$ cat config.mk
export PLATFORM = sky130hd
export DESIGN_NAME = gcs_top
export DESIGN_NICKNAME = d
export VERILOG_FILES = /design/src/rtl/gcs_pkg.sv /design/src/rtl/gcs_sync3.sv /design/src/rtl/gcs_clkgen.sv /design/src/rtl/gcs_top.sv
export VERILOG_INCLUDE_DIRS = /design/src /design/src/rtl
export SDC_FILE = /design/constraint.sdc
export NUM_CORES = 1
export LEC_CHECK = 0
export ABC_AREA = 1
export BUFFER_PORTS_ARGS = -buffer_cell sky130_fd_sc_hd__clkbuf_2
export CORE_MARGIN = 2
export CORE_UTILIZATION = 45
export CTS_CLUSTER_DIAMETER = 100
export DETAILED_ROUTE_END_ITERATION = 6
export HOLD_SLACK_MARGIN = 0.08
export PLACE_DENSITY = 0.79
export SYNTH_ARGS = -nofsm -noshare
export SYNTH_HDL_FRONTEND = slang
export SYNTH_SLANG_ARGS = --single-unit
$ cat constraint.sdc
create_clock -name i_clk -period 4.05 [get_ports i_clk]
set_clock_uncertainty 0.15 [all_clocks]
set_input_delay 0.81 -clock i_clk [delete_from_list [all_inputs] [get_ports i_clk]]
set_output_delay 0.81 -clock i_clk [all_outputs]
set_load 0.03 [all_outputs]
$ cat src/rtl/gcs_map.svh
// Purpose: constants for the pin clock and chained select block
// Assumes: 100 MHz system clock i_clk, synchronous active-high reset
// Notes:   seven pins, clock pin is index 4
// Function
// RULE1 - internal 1 MHz master clock, divided down to a 125 kHz chopping clock
// RULE2 - clock out needs pin 4 output, clock out enable set, clock in clear
// RULE3 - clock select 1 gives 125 kHz on the pin, 0 gives 1 MHz
// RULE4 - clock in needs pin 4 input, clock in enable set, clock out clear
// RULE5 - external clock must lie between 1 MHz and 32 MHz
// RULE6 - external clock divided by programmed value to reach 1 MHz
// RULE7 - polarity 1 syncs on rising edge, 0 on falling edge
// RULE8 - chained pin enabled by making it output, then setting its mask bit
// RULE9 - mask bit ignored on a pin already used by another special function
// RULE10 - host drives its chip select only into the device select input
// RULE11 - data out released whenever the device is not the addressed target
// RULE12 - select pulses go to enabled pins ascending, then to the device
// RULE13 - rotation repeats until chained mode is disabled or changed
// RULE14 - forwarded slot copies host select pulse onto that chained pin
// RULE15 - checksummed frames pass unchanged; select is forwarded untouched
// RULE16 - direction bit n controls pin n
// RULE17 - data register drives outputs, inputs read back the sampled level
// RULE18 - in a forwarded slot the device ignores data in, keeps data out off
// RULE19 - chained pins idle high outside their own slot
`ifndef GCS_MAP_SVH
`define GCS_MAP_SVH
`define GCS_NPINS          7
`define GCS_CLK_PIN        4
`define GCS_SYS_HZ         100000000
`define GCS_MASTER_HZ      1000000
`define GCS_CHOP_HZ        125000
`define GCS_MASTER_DIV     (`GCS_SYS_HZ / `GCS_MASTER_HZ)
`define GCS_CHOP_DIV       (`GCS_MASTER_HZ / `GCS_CHOP_HZ)
`define GCS_DIV_W          5
`define GCS_DIR_RST        7'h00
`define GCS_DATA_RST       7'h00
`define GCS_MASK_RST       7'h00
`endif

$ cat src/rtl/gcs_pkg.sv
// Purpose: types for the pin clock and chained select block
// Assumes: nothing
// Notes:   pin vectors are seven bits wide
package gcs_pkg;
    typedef logic [6:0] gcs_pins_t;
    typedef logic [4:0] gcs_div_t;
    typedef enum logic [2:0] {
        GCS_IDLE   = 3'b001,
        GCS_ACTIVE = 3'b010,
        GCS_ADV    = 3'b100
    } gcs_slot_e;
endpackage

$ cat src/rtl/gcs_sync3.sv
// Purpose: three-stage input synchroniser with agreement filter
// Assumes: input is asynchronous to i_clk
// Notes:   output changes when stages two and three agree
module gcs_sync3 (
    input  wire logic i_clk,
    input  wire logic i_rst,
    input  wire logic i_rst_val,
    input  wire logic i_d,
    output logic      o_q
);
    logic s1_reg, s2_reg, s3_reg, q_reg;
    logic s1_next, s2_next, s3_next, q_next;
    always_comb begin
        s1_next = i_d;
        s2_next = s1_reg;
        s3_next = s2_reg;
        q_next  = (s2_reg == s3_reg) ? s3_reg : q_reg;
    end
    always_ff @(posedge i_clk) begin
        if (i_rst) begin
            s1_reg <= 1'b0;
            s2_reg <= 1'b0;
            s3_reg <= 1'b0;
            q_reg  <= 1'b0;
        end else begin
            s1_reg <= s1_next;
            s2_reg <= s2_next;
            s3_reg <= s3_next;
            q_reg  <= q_next;
        end
    end
    assign o_q = q_reg ^ i_rst_val;
endmodule

$ cat src/rtl/gcs_clkgen.sv
// Purpose: internal master and chopping clock generation
// Assumes: 100 MHz i_clk
// Notes:   levels are 50 percent duty squares, ticks are one-cycle enables
`include "gcs_map.svh"
module gcs_clkgen (
    input  wire logic i_clk,
    input  wire logic i_rst,
    output logic      o_master_lvl,
    output logic      o_master_tick,
    output logic      o_chop_lvl
);
    localparam logic [6:0] HALF_M = 7'(`GCS_MASTER_DIV / 2 - 1);
    localparam logic [2:0] HALF_C = 3'(`GCS_CHOP_DIV / 2 - 1);
    logic [6:0] cnt_reg, cnt_next;
    logic [2:0] ccnt_reg, ccnt_next;
    logic       m_reg, m_next, c_reg, c_next, t_next, t_reg;
    // divide 100 MHz to 1 MHz, then by 8 to 125 kHz
    always_comb begin
        cnt_next  = cnt_reg + 7'h01;
        ccnt_next = ccnt_reg;
        m_next    = m_reg;
        c_next    = c_reg;
        t_next    = 1'b0;
        if (cnt_reg == HALF_M) begin // [RULE1]
            cnt_next = 7'h00;
            m_next   = ~m_reg;
            if (m_reg) begin
                t_next    = 1'b1;
                ccnt_next = ccnt_reg + 3'h1;
                if (ccnt_reg == HALF_C) begin // [RULE1]
                    ccnt_next = 3'h0;
                    c_next    = ~c_reg;
                end
            end
        end
    end
    always_ff @(posedge i_clk) begin
        if (i_rst) begin
            cnt_reg  <= 7'h00;
            ccnt_reg <= 3'h0;
            m_reg    <= 1'b0;
            c_reg    <= 1'b0;
            t_reg    <= 1'b0;
        end else begin
            cnt_reg  <= cnt_next;
            ccnt_reg <= ccnt_next;
            m_reg    <= m_next;
            c_reg    <= c_next;
            t_reg    <= t_next;
        end
    end
    assign o_master_lvl  = m_reg;
    assign o_master_tick = t_reg;
    assign o_chop_lvl    = c_reg;
endmodule

$ cat src/rtl/gcs_top.sv
// Purpose: pin special functions: clock out, clock in, chained chip select
// Assumes: control bits are plain ports held by the serial register logic
// Notes:   pins are input, output and output enable triples
`include "gcs_map.svh"
module gcs_top (
    input  wire logic              i_clk,
    input  wire logic              i_rst,
    input  wire gcs_pkg::gcs_pins_t i_pin_dir,
    input  wire gcs_pkg::gcs_pins_t i_pin_data,
    input  wire gcs_pkg::gcs_pins_t i_chained_select_mask,
    input  wire gcs_pkg::gcs_pins_t i_special_function_config,
    input  wire logic              i_internal_clock_out_enable,
    input  wire logic              i_external_clock_in_enable,
    input  wire logic              i_clock_out_select,
    input  wire logic              i_sync_edge_polarity,
    input  wire gcs_pkg::gcs_div_t  i_clock_divider_field,
    input  wire gcs_pkg::gcs_pins_t i_pin_in,
    output gcs_pkg::gcs_pins_t      o_pin_out,
    output gcs_pkg::gcs_pins_t      o_pin_oe,
    output gcs_pkg::gcs_pins_t      o_pin_read,
    input  wire logic              i_cs_n,
    input  wire logic              i_sdo_core,
    input  wire logic              i_sdo_core_en,
    output logic                   o_sdo_out,
    output logic                   o_sdo_oe,
    output logic                   o_self_cs_n,
    output logic                   o_self_slot,
    output logic                   o_ext_sync_tick,
    output logic                   o_master_tick,
    output logic                   o_chop_lvl
);
    import gcs_pkg::*;

    // ==========================================
    // internal clocks
    logic master_lvl, master_tick_int, chop_lvl;
    gcs_clkgen u_clkgen (
        .i_clk         (i_clk),
        .i_rst         (i_rst),
        .o_master_lvl  (master_lvl),
        .o_master_tick (master_tick_int),
        .o_chop_lvl    (chop_lvl)
    );

    // ==========================================
    // pin input synchronisers
    gcs_pins_t pin_sync;
    logic      cs_n_sync;
    genvar g;
    generate
        for (g = 0; g < `GCS_NPINS; g++) begin : g_sync
            gcs_sync3 u_s (
                .i_clk     (i_clk),
                .i_rst     (i_rst),
                .i_rst_val (1'b0),
                .i_d       (i_pin_in[g]),
                .o_q       (pin_sync[g])
            );
        end
    endgenerate
    // select idles high, so the filter stores it inverted
    logic cs_inv;
    gcs_sync3 u_cs (
        .i_clk     (i_clk),
        .i_rst     (i_rst),
        .i_rst_val (1'b1),
        .i_d       (~i_cs_n),
        .o_q       (cs_inv)
    );
    assign cs_n_sync = cs_inv;

    // ==========================================
    // clock pin modes
    logic clk_out_mode, clk_in_mode;
    assign clk_out_mode = i_pin_dir[`GCS_CLK_PIN] & i_internal_clock_out_enable
                        & ~i_external_clock_in_enable; // [RULE2]
    assign clk_in_mode  = ~i_pin_dir[`GCS_CLK_PIN] & i_external_clock_in_enable
                        & ~i_internal_clock_out_enable; // [RULE4]

    // ==========================================
    // external clock edge detect and divider
    logic     ext_prev_reg, ext_prev_next;
    gcs_div_t div_cnt_reg, div_cnt_next;
    logic     sync_tick_reg, sync_tick_next;
    logic     ext_edge;
    // inputs faster than the synchroniser can follow are out of range
    assign ext_edge = i_sync_edge_polarity ?
                      (pin_sync[`GCS_CLK_PIN] & ~ext_prev_reg) :
                      (~pin_sync[`GCS_CLK_PIN] & ext_prev_reg); // [RULE7] [RULE5]
    always_comb begin
        ext_prev_next  = pin_sync[`GCS_CLK_PIN];
        div_cnt_next   = div_cnt_reg;
        sync_tick_next = 1'b0;
        if (!clk_in_mode) begin
            div_cnt_next = '0;
        end else if (ext_edge) begin
            // divider of 0 or 1 passes every edge
            if (div_cnt_reg + 5'h01 >= i_clock_divider_field) begin // [RULE6]
                div_cnt_next   = '0;
                sync_tick_next = 1'b1;
            end else begin
                div_cnt_next = div_cnt_reg + 5'h01;
            end
        end
    end
    always_ff @(posedge i_clk) begin
        if (i_rst) begin
            ext_prev_reg  <= 1'b0;
            div_cnt_reg   <= '0;
            sync_tick_reg <= 1'b0;
        end else begin
            ext_prev_reg  <= ext_prev_next;
            div_cnt_reg   <= div_cnt_next;
            sync_tick_reg <= sync_tick_next;
        end
    end

    // ==========================================
    // chained select slot sequencer
    gcs_pins_t chain_en;
    assign chain_en = i_chained_select_mask & i_pin_dir
                    & ~i_special_function_config; // [RULE8] [RULE9]

    function automatic logic [2:0] next_slot(input gcs_pins_t en, input logic [2:0] cur,
                                             input logic from_self);
        logic [2:0] r;
        logic       found;
        r     = 3'd7;
        found = 1'b0;
        for (int i = 0; i < `GCS_NPINS; i++) begin
            if (!found && en[i] && (from_self || i > int'(cur))) begin
                r     = 3'(i);
                found = 1'b1;
            end
        end
        return r;
    endfunction

    gcs_slot_e  st_reg, st_next;
    logic [2:0] slot_reg, slot_next;      // 7 means the device itself
    gcs_pins_t  cfg_reg, cfg_next;
    always_comb begin
        st_next   = st_reg;
        slot_next = slot_reg;
        cfg_next  = chain_en;
        unique case (st_reg)
            GCS_IDLE: begin
                if (chain_en != cfg_reg) begin
                    slot_next = next_slot(chain_en, 3'd0, 1'b1); // [RULE13]
                end else if (!cs_n_sync) begin
                    st_next = GCS_ACTIVE;
                end
            end
            GCS_ACTIVE: begin
                if (cs_n_sync) begin
                    st_next = GCS_ADV;
                end
            end
            GCS_ADV: begin
                st_next   = GCS_IDLE;
                slot_next = next_slot(chain_en, slot_reg, slot_reg == 3'd7); // [RULE12] [RULE13]
            end
        endcase
    end
    always_ff @(posedge i_clk) begin
        if (i_rst) begin
            st_reg   <= GCS_IDLE;
            slot_reg <= 3'd7;
            cfg_reg  <= `GCS_MASK_RST;
        end else begin
            st_reg   <= st_next;
            slot_reg <= slot_next;
            cfg_reg  <= cfg_next;
        end
    end

    logic self_slot;
    assign self_slot = (slot_reg == 3'd7);
    assign o_self_slot = self_slot;
    // select passes straight through in the device slot, framing and checksums untouched
    assign o_self_cs_n = self_slot ? i_cs_n : 1'b1; // [RULE15] [RULE18] [RULE10]
    assign o_sdo_out   = i_sdo_core;
    assign o_sdo_oe    = self_slot & i_sdo_core_en & ~i_cs_n; // [RULE11] [RULE18]

    // ==========================================
    // pin output drive
    gcs_pins_t out_reg, out_next, read_reg, read_next;
    always_comb begin
        for (int i = 0; i < `GCS_NPINS; i++) begin
            if (chain_en[i]) begin
                out_next[i] = (st_reg != GCS_IDLE && slot_reg == 3'(i)) ?
                              cs_n_sync : 1'b1; // [RULE14] [RULE19]
            end else begin
                out_next[i] = i_pin_data[i]; // [RULE17]
            end
        end
        if (clk_out_mode) begin
            out_next[`GCS_CLK_PIN] = i_clock_out_select ? chop_lvl : master_lvl; // [RULE3]
        end
        read_next = (i_pin_dir & out_reg) | (~i_pin_dir & pin_sync); // [RULE17]
    end
    always_ff @(posedge i_clk) begin
        if (i_rst) begin
            out_reg  <= 7'h7F & ~`GCS_DATA_RST;
            read_reg <= 7'h00;
        end else begin
            out_reg  <= out_next;
            read_reg <= read_next;
        end
    end
    assign o_pin_out       = out_reg;
    assign o_pin_oe        = i_pin_dir; // [RULE16]
    assign o_pin_read      = read_reg;
    assign o_ext_sync_tick = sync_tick_reg;
    assign o_master_tick   = master_tick_int;
    assign o_chop_lvl      = chop_lvl;
endmodule

## Word level (Yosys, flattened, before mapping)

Index checks and enable logic that the tools add are counted.
Widths: inputs -> output; s select.

- Bits in latches: 0
- Word-level logic and storage cells: 234
- Memory bits (writable): 0
- Register bits after elaboration: 79
- Input bits: 49
- Memories kept: 0
- Output and inout port bits: 28
- ROM bits: 0

- $mul: 0
- Add/sub/neg operators: 3
- Reductions and logical operators: 54
- Eq/ne operators: 26
- Bitwise logic cells: 27
- Muxes and demuxes: 72
- $lt $le $gt $ge: 7
- Shift operators: 0
- Div/mod/pow operators: 0

Operators with widths:

| cell | count |
|---|---|
| $mux 3 | 19 |
| $mux 1 | 50 |
| $and 7x7->7 | 4 |
| $logic_and 1x1->1 | 26 |
| $eq 3x3->1 const B | 5 |
| $not 7->7 | 2 |
| $eq 3x2->1 const B | 4 |
| $logic_not 1->1 | 12 |
| $not 1->1 | 12 |
| $gt 3x3->1 const A | 3 |
| $pmux 3 s3 | 1 |
| $and 1x1->1 | 8 |
| $eq 1x1->1 | 8 |
| $add 7x1->7 const B | 1 |
| $eq 7x6->1 const B | 1 |
| $ne 7x7->1 | 1 |
| $or 7x7->7 | 1 |
| $eq 3x1->1 const B | 2 |
| $gt 2x3->1 const A | 2 |
| $logic_or 1x1->1 | 6 |
| $ne 2x2->1 const B | 3 |
| $pmux 3 s2 | 1 |
| $reduce_and 3->1 | 2 |
| $reduce_or 2->1 | 3 |
| other kinds (11) | 12 |

## Longest topological paths before layout

Gate-level depths: netlist of run 1.

- Depth after elaboration: 35
- Gate-level depth with buffers: 13
- Depth with buffers taken out: 12

## By module

A second synthesis of run 1 with hierarchy kept.

- Cell total of the unflattened synthesis: 486
- Area total of the unflattened synthesis: 3613.5 um2

By module, submodules not included:

| module | cells an instance | area each (um2) | times used | sequential area each (um2) |
|---|---|---|---|---|
| gcs_top | 297 | 1974.4 | 1 | 680.7 |
| gcs_sync3 | 14 | 130.1 | 8 | 80.1 |
| gcs_clkgen | 77 | 598.1 | 1 | 260.2 |

## Least setup slack after synthesis of run 1

Ideal clock, no wire load.

- Path type: input-to-output
- From: input port i_sdo_core_en
- To: output port o_sdo_oe
- Required time: 3.090 ns
- Data arrival time: 1.262 ns
- Path buffers: 0
- Stages: 2
- Path slack: 1.828 ns
- Cell sequence: nand2_1 > nor2_1

- Cells in the longest elaborated chain, start to end: 2

Ends and longest elaborated chain:

| element | RTL line | RTL |
|---|---|---|
| from (decl) | gcs_top.sv:23 | `input wire logic i_sdo_core_en,` |
| $and 1x1->1 (2 in a row) | gcs_top.sv:183 | `assign o_sdo_oe = self_slot & i_sdo_core_en & ~i_cs_n;` |
| to (decl) | gcs_top.sv:25 | `output logic o_sdo_oe,` |

No other way between the ends.

## Worst setup path in the final report of run 1

- From: register slot_reg[1]
- To: output port o_self_cs_n

- Cells in the longest elaborated chain, start to end: 2

Ends and longest elaborated chain:

| element | RTL line | RTL |
|---|---|---|
| from (decl) | gcs_top.sv:140 | `logic [2:0] slot_reg, slot_next;` |
| from (signal assigned) | gcs_top.sv:172 | `slot_reg <= slot_next;` |
| $eq 3x3->1 | gcs_top.sv:178 | `assign self_slot = (slot_reg == 3'd7);` |
| $mux 1 | gcs_top.sv:181 | `assign o_self_cs_n = self_slot ? i_cs_n : 1'b1;` |
| to (decl) | gcs_top.sv:26 | `output logic o_self_cs_n,` |

No other way between the ends.

==> run_results.csv, run 1 <==
group,metric,value,unit
outcome,status,"complete, no violations",
clocking,cts.sinks,79,
critical_path,crit_path_cell_trace,"nand3_1, or2_2, clkbuf_2",
routing,first_iter_violations,137,
critical_path,end_kind,"primary output",
cells_and_area,drive_above_1_share,21.4,%
global_route,grt_antenna_before_repair,0,
sta,hold_viol_final,0,
global_route,grt_overflow,0,
sta,tns,0,ps
global_route,grt_max_degree,52,
logic_synthesis,synth_edf_count,0,
clocking,post-cts-setup-buffers,0,
sta,fmax,0.394,GHz
routing,top_layer_used,"met4",
critical_path,worstPathMaxFanout,8,
routing,viasPerCell,4.76,
floorplanning,coreArea,7650,sq um
logic_synthesis,yosysSeqAreaShare,45.1,%
critical_path,crit_family,"flip-flops",
critical_path,start_kind,"flip-flop",
floorplanning,die_area,8520,sq um
floorplanning,initial_core_util,45.9,%
routing,wirelength,7270,microns
routing,wl_met1,3390,microns
placed_design,placed_cell_area,3890,sq um
min_path,min_path_type,"reg2reg",
clocking,clk_latency,340,ps
clocking,path_clk_slew,80,ps
cells_and_area,area_growth,16.0,%
critical_path,cp_slowest_stage_delay,540,ps
critical_path,crit_type,"reg2out",
placed_design,gp_congestion,0.887,
power_and_ir_drop,peakVddDrop,199,uV
logic_synthesis,ys_types,44,
floorplanning,die_h,92.3,microns
logic_synthesis,ys_ff_latch,79,
power_and_ir_drop,leakagePower,1.96,nW
cells_and_area,nNetsFinal,587,
power_and_ir_drop,power_density,388,nW/um^2
clocking,clock_path_buffers,2,
logic_synthesis,yosys-top-cells-area,"dfxtp_1, inv_1, nand2_1",
global_route,grt_pass1_vias,2884,
logic_synthesis,synth_top_area_cell,"dfxtp_1",
sta,maxSlewViolCount,0,
floorplanning,die_x,92.3,microns
logic_synthesis,async_flop_share,0,%
routing,detail-route-antenna-nets,0,
routing,drc,0,
clocking,cts_buffers,9,
global_route,grt_pass1_wl,12500,microns
floorplanning,boundaryPins,77,
global_route,grt_util_all_layers,18.3,%
cells_and_area,antenna_cells,0,
logic_synthesis,synth-main-ff-cell,"dfxtp_1",
sta,relSlewSlack,63.7,%
placed_design,dp_hpwl,5600,microns
critical_path,crit_buf_inv,1,
critical_path,arrival,1580,ps
sta,rsz0062_at_grt,"false",
sta,min_period,2540,ps
logic_synthesis,ys_top_cells_by_count,"dfxtp_1, inv_1, nand2_1, nor2_1, a21oi_1",
cells_and_area,fin_area,4070,sq um
sta,period_share,62.7,%
routing,firstDrtPassIters,4,
clocking,ctsHoldBuffers,0,
cells_and_area,multiInputGateArea,1500,sq um
critical_path,cp.required,3090,ps
placed_design,place.port_buffers,74,
job,maxCapViolCount,0,
logic_synthesis,syn_inst,461,
routing,via_count,3021,
logic_synthesis,yosysWarnings,0,
critical_path,critPathSlowestCell,"dfxtp_1",
critical_path,reg2reg_setup_slack,1700,ps
clocking,ctsRootBufferMaster,"clkbuf_8",
clocking,cts_resized,0,
clocking,cts_tree,"built",
cells_and_area,regArea,1580,sq um
logic_synthesis,yosysMostFrequentCell,"dfxtp_1",
cells_and_area,n_fill_cell,749,
sta,worstMarginPinSlew,544,ps
routing,routed-wl-met3,344,microns
logic_synthesis,synth_area_per_cell,7.61,sq um
logic_synthesis,synth.top_cell.area_share,45.1,%
sta,finalSetupViolations,0,
logic_synthesis,syn_nets,519,
clocking,htreeDepth,3,
floorplanning,row_count,32,
routing,wire_per_inst,11.5,microns
routing,dr_wl_met2,3400,microns
logic_synthesis,synth_area,3510,sq um
## logic make-up after synthesis
group	Yosys count	share of synthesized area (%)
AOI/OAI and AO/OA	60	9.81
xor gates and xnor gates	8	2.00
adders and majority gates	9	3.21
buffers and inverters	100	12.2
DFF	79	45.1
and+or+nand+nor	205	27.7
## through the flow
stage	setup WS, ps	hold slack, ps	utilization, %	std cells	power [W]
global placement	1730	242	50.9	620	0.00105
detailed placement	1660	243	50.9	620	0.00106
global route	1400	270	53.2	634	0.00166
floorplan	1830	238	-	461	0.000998
CTS	1490	254	53.2	634	0.00160
finish	1510	251	53.2	634	0.00158
## per-layer routing
metal,up-vias,GRT usage [%]
met3,9,3.17
met1,1354,23.2
met2,77,30.9
li1,1581,-
met4,0,7.59
met5,-,0
## report_power, final
part	leakage [nW]	internal (W)	total [W]	switching (W)
Combinational	1.23	0.0000747	0.000216	0.000142
Clock	0.0855	0.000280	0.000539	0.000260
Sequential	0.646	0.000804	0.000826	0.0000219
## final timing paths
check / from / to / cells past startpoint
worst max register to register: div_cnt_reg[0] / div_cnt_reg[2] / 10
worst max-delay path: slot_reg[1] / o_self_cs_n / 3
worst min register to register: g_sync[5].u_s.s1_reg / g_sync[5].u_s.s2_reg / 2
worst min-delay path: g_sync[5].u_s.s1_reg / g_sync[5].u_s.s2_reg / 2
## worst register-to-register path, cell delays in order, from the launching register on
cell      delay [ps]
dfxtp_1          400
ha_1             210
nand3_1          100
xnor2_1          200
ha_1             290
a21oi_1          130
o21a_1           130
o311ai_0         140
nor2_1           270
nand2_1          100
a21oi_1          140
## layout by cell type, fill, tap and decap left out, drive strengths merged, types with 9 or more instances in the layout
cell	n
nor3	9
o21ai	12
a21oi	33
ha	9
clkbuf	85
inv	82
dfxtp	79
nand2	78
nor2	73
nand3	27
## area by class of cell
cell class	count	area share (%)
Clock buffer	11	3.23
Clock inverter	3	1.14
Inverter	82	7.56
Multi-Input combinational cell	282	36.8
Sequential cell	79	38.9
Tap cell	102	3.14
Timing Repair Buffer	75	9.28
Note: power is estimated with default switching activity, not from simulation.
==> run 2, diff against run 1 <==
==> constraint.sdc (replaced) <==
create_clock -name i_clk -period 2.65 [get_ports i_clk]
set_clock_uncertainty 0.15 [all_clocks]
set_input_delay 0.53 -clock i_clk [delete_from_list [all_inputs] [get_ports i_clk]]
set_output_delay 0.53 -clock i_clk [all_outputs]
set_load 0.03 [all_outputs]
==> run_results.csv, run 2 (synthesized netlist as in run 1, its figures left out) <==
group,metric,value,unit
outcome,status,"complete, no violations",
clocking,cts_resized,0,
sta,rsz0062_at_grt,"false",
power_and_ir_drop,leakagePower,1.97,nW
sta,fmax,0.410,GHz
placed_design,dp_hpwl,5640,microns
cells_and_area,n_fill_cell,732,
placed_design,gp_congestion,0.866,
power_and_ir_drop,power_density,611,nW/um^2
clocking,htreeDepth,3,
power_and_ir_drop,clkPwrFrac,36.4,%
routing,detail-route-antenna-nets,0,
routing,firstDrtPassIters,5,
clocking,clock_path_buffers,2,
routing,top_layer_used,"met4",
critical_path,crit_buf_inv,0,
routing,dr_wl_met2,3590,microns
global_route,grt_util_all_layers,18.3,%
critical_path,cp_slowest_stage_delay,400,ps
power_and_ir_drop,p_int,0.00181,W
critical_path,end_kind,"flip-flop",
routing,routed-wl-met3,424,microns
cells_and_area,layout_common_cells,"dfxtp_1, inv_1, clkbuf_2",
routing,first_iter_violations,188,
power_and_ir_drop,peakVddDrop,403,uV
global_route,grt_antenna_before_repair,0,
global_route,grt_max_degree,52,
critical_path,crit_path_cell_trace,"ha_1, nand3_1, xnor2_1, ha_1, a21oi_1, o21a_1, o311ai_0, nor2_1, nand2_1, a21oi_1",
routing,drc,0,
cells_and_area,drive_above_1_share,22.1,%
routing,viasPerCell,4.81,
power_and_ir_drop,switching_share,27.8,%
floorplanning,coreArea,7650,sq um
global_route,grt_overflow,0,
sta,maxSlewViolCount,0,
min_path,min_path_type,"in2reg",
clocking,post-cts-setup-buffers,0,
floorplanning,initial_core_util,45.9,%
sta,worstMarginPinSlew,529,ps
clocking,ctsRootBufferMaster,"clkbuf_8",
cells_and_area,nNetsFinal,587,
critical_path,crit_type,"reg2reg",
job,maxCapViolCount,0,
sta,finalSetupViolations,0,
clocking,cts.sinks,79,
cells_and_area,antenna_cells,0,
global_route,grt_pass1_wl,12400,microns
critical_path,worstPathMaxFanout,5,
routing,wire_per_inst,11.8,microns
floorplanning,die_area,8520,sq um
sta,tns,0,ps
sta,hold_viol_final,0,
clocking,cts_tree,"built",
routing,via_count,3058,
critical_path,start_kind,"flip-flop",
power_and_ir_drop,finalPower,0.00250,W
power_and_ir_drop,p_switching,0.000696,W
clocking,cts_buffers,9,
sta,relSlewSlack,64.7,%
power_and_ir_drop,seq_power_share,50.4,%
critical_path,arrival,2560,ps
cells_and_area,area_growth,16.8,%
clocking,clk_latency,350,ps
floorplanning,die_h,92.3,microns
floorplanning,boundaryPins,77,
routing,wl_met1,3450,microns
floorplanning,die_x,92.3,microns
critical_path,critPathSlowestCell,"dfxtp_1",
critical_path,crit_family,"compound AO/OA/AOI/OAI gates",
power_and_ir_drop,combPwrFrac,13.3,%
critical_path,cp.required,2770,ps
sta,period_share,91.9,%
sta,min_period,2440,ps
clocking,ctsHoldBuffers,0,
cells_and_area,layout_commonest_cell,"dfxtp_1",
clocking,path_clk_slew,80,ps
floorplanning,row_count,32,
placed_design,place.port_buffers,74,
global_route,grt_pass1_vias,2801,
routing,wirelength,7540,microns
==> run 2: changes by cell type in the layout (fill, tap and decap cells not counted) <==
| cell | change |
|---|---|
| clkbuf_1 | -2 |
| clkbuf_8 | +1 |
| clkinv_2 | +1 |
| clkinv_4 | +1 |
| inv_6 | +1 |
==> run 2: power groups by stage <==
stage | Combinational (W) | Sequential [W] | Clock [W]
5_1_grt | 0.000370 | 0.00127 | 0.000973
6_report | 0.000332 | 0.00126 | 0.000910
4_1_cts | 0.000334 | 0.00126 | 0.000925
2_1_floorplan | 0.000227 | 0.00130 | 0
3_3_place_gp | 0.000324 | 0.00129 | 0
3_5_place_dp | 0.000331 | 0.00129 | 0
==> run 2: area by class of cell <==
| type | count | area [sq um] | share of cell area [%] |
|---|---|---|---|
| flip-flops and latches | 79 | 1580 | 38.6 |
| clock buffers | 10 | 138 | 3.36 |
| repair buffers | 75 | 378 | 9.22 |
| inverters | 82 | 308 | 7.51 |
| clock inverters | 6 | 68.8 | 1.68 |
| well taps | 102 | 128 | 3.11 |
| multi-input cells | 282 | 1500 | 36.5 |
==> run 2: path summary, 6_finish.rpt <==
path                        startpoint                   end  slack [ps]  cells past startpoint
setup / recovery        div_cnt_reg[0]        div_cnt_reg[3]         210                     10
hold / removal             i_pin_in[2]  g_sync[2].u_s.s1_reg         220                      3
setup reg to reg        div_cnt_reg[0]        div_cnt_reg[3]         210                     10
hold reg to reg   g_sync[5].u_s.s1_reg  g_sync[5].u_s.s2_reg         260                      2
==> run 2: worst register-to-register path, cell delays in order, from the launching register on <==
cell and delay [ps]:
dfxtp_1 400, ha_1 210, nand3_1 100, xnor2_1 200
ha_1 300, a21oi_1 160, o21a_1 130, o311ai_0 150
nor2_1 300, nand2_1 110, a21oi_1 150
==> run 2: routing by layer <==
metal,track usage (%),up-vias
met5,0,-
met4,5.47,0
met3,4.64,8
met2,31.6,107
li1,-,1583
met1,22.5,1360
==> run 2: per-stage QoR <==
stage               area [sq um]  setup slack (ps)  std cells  hold WS [ps]  utilization [%]
global placement            3890               418        620           244             50.9
floorplan                   3510               558        461           238                -
detailed placement          3890               268        620           245             50.9
finish                      4100               214        636           216             53.6
CTS                         4100               261        636           201             53.6
global route                4100              43.7        636           214             53.6
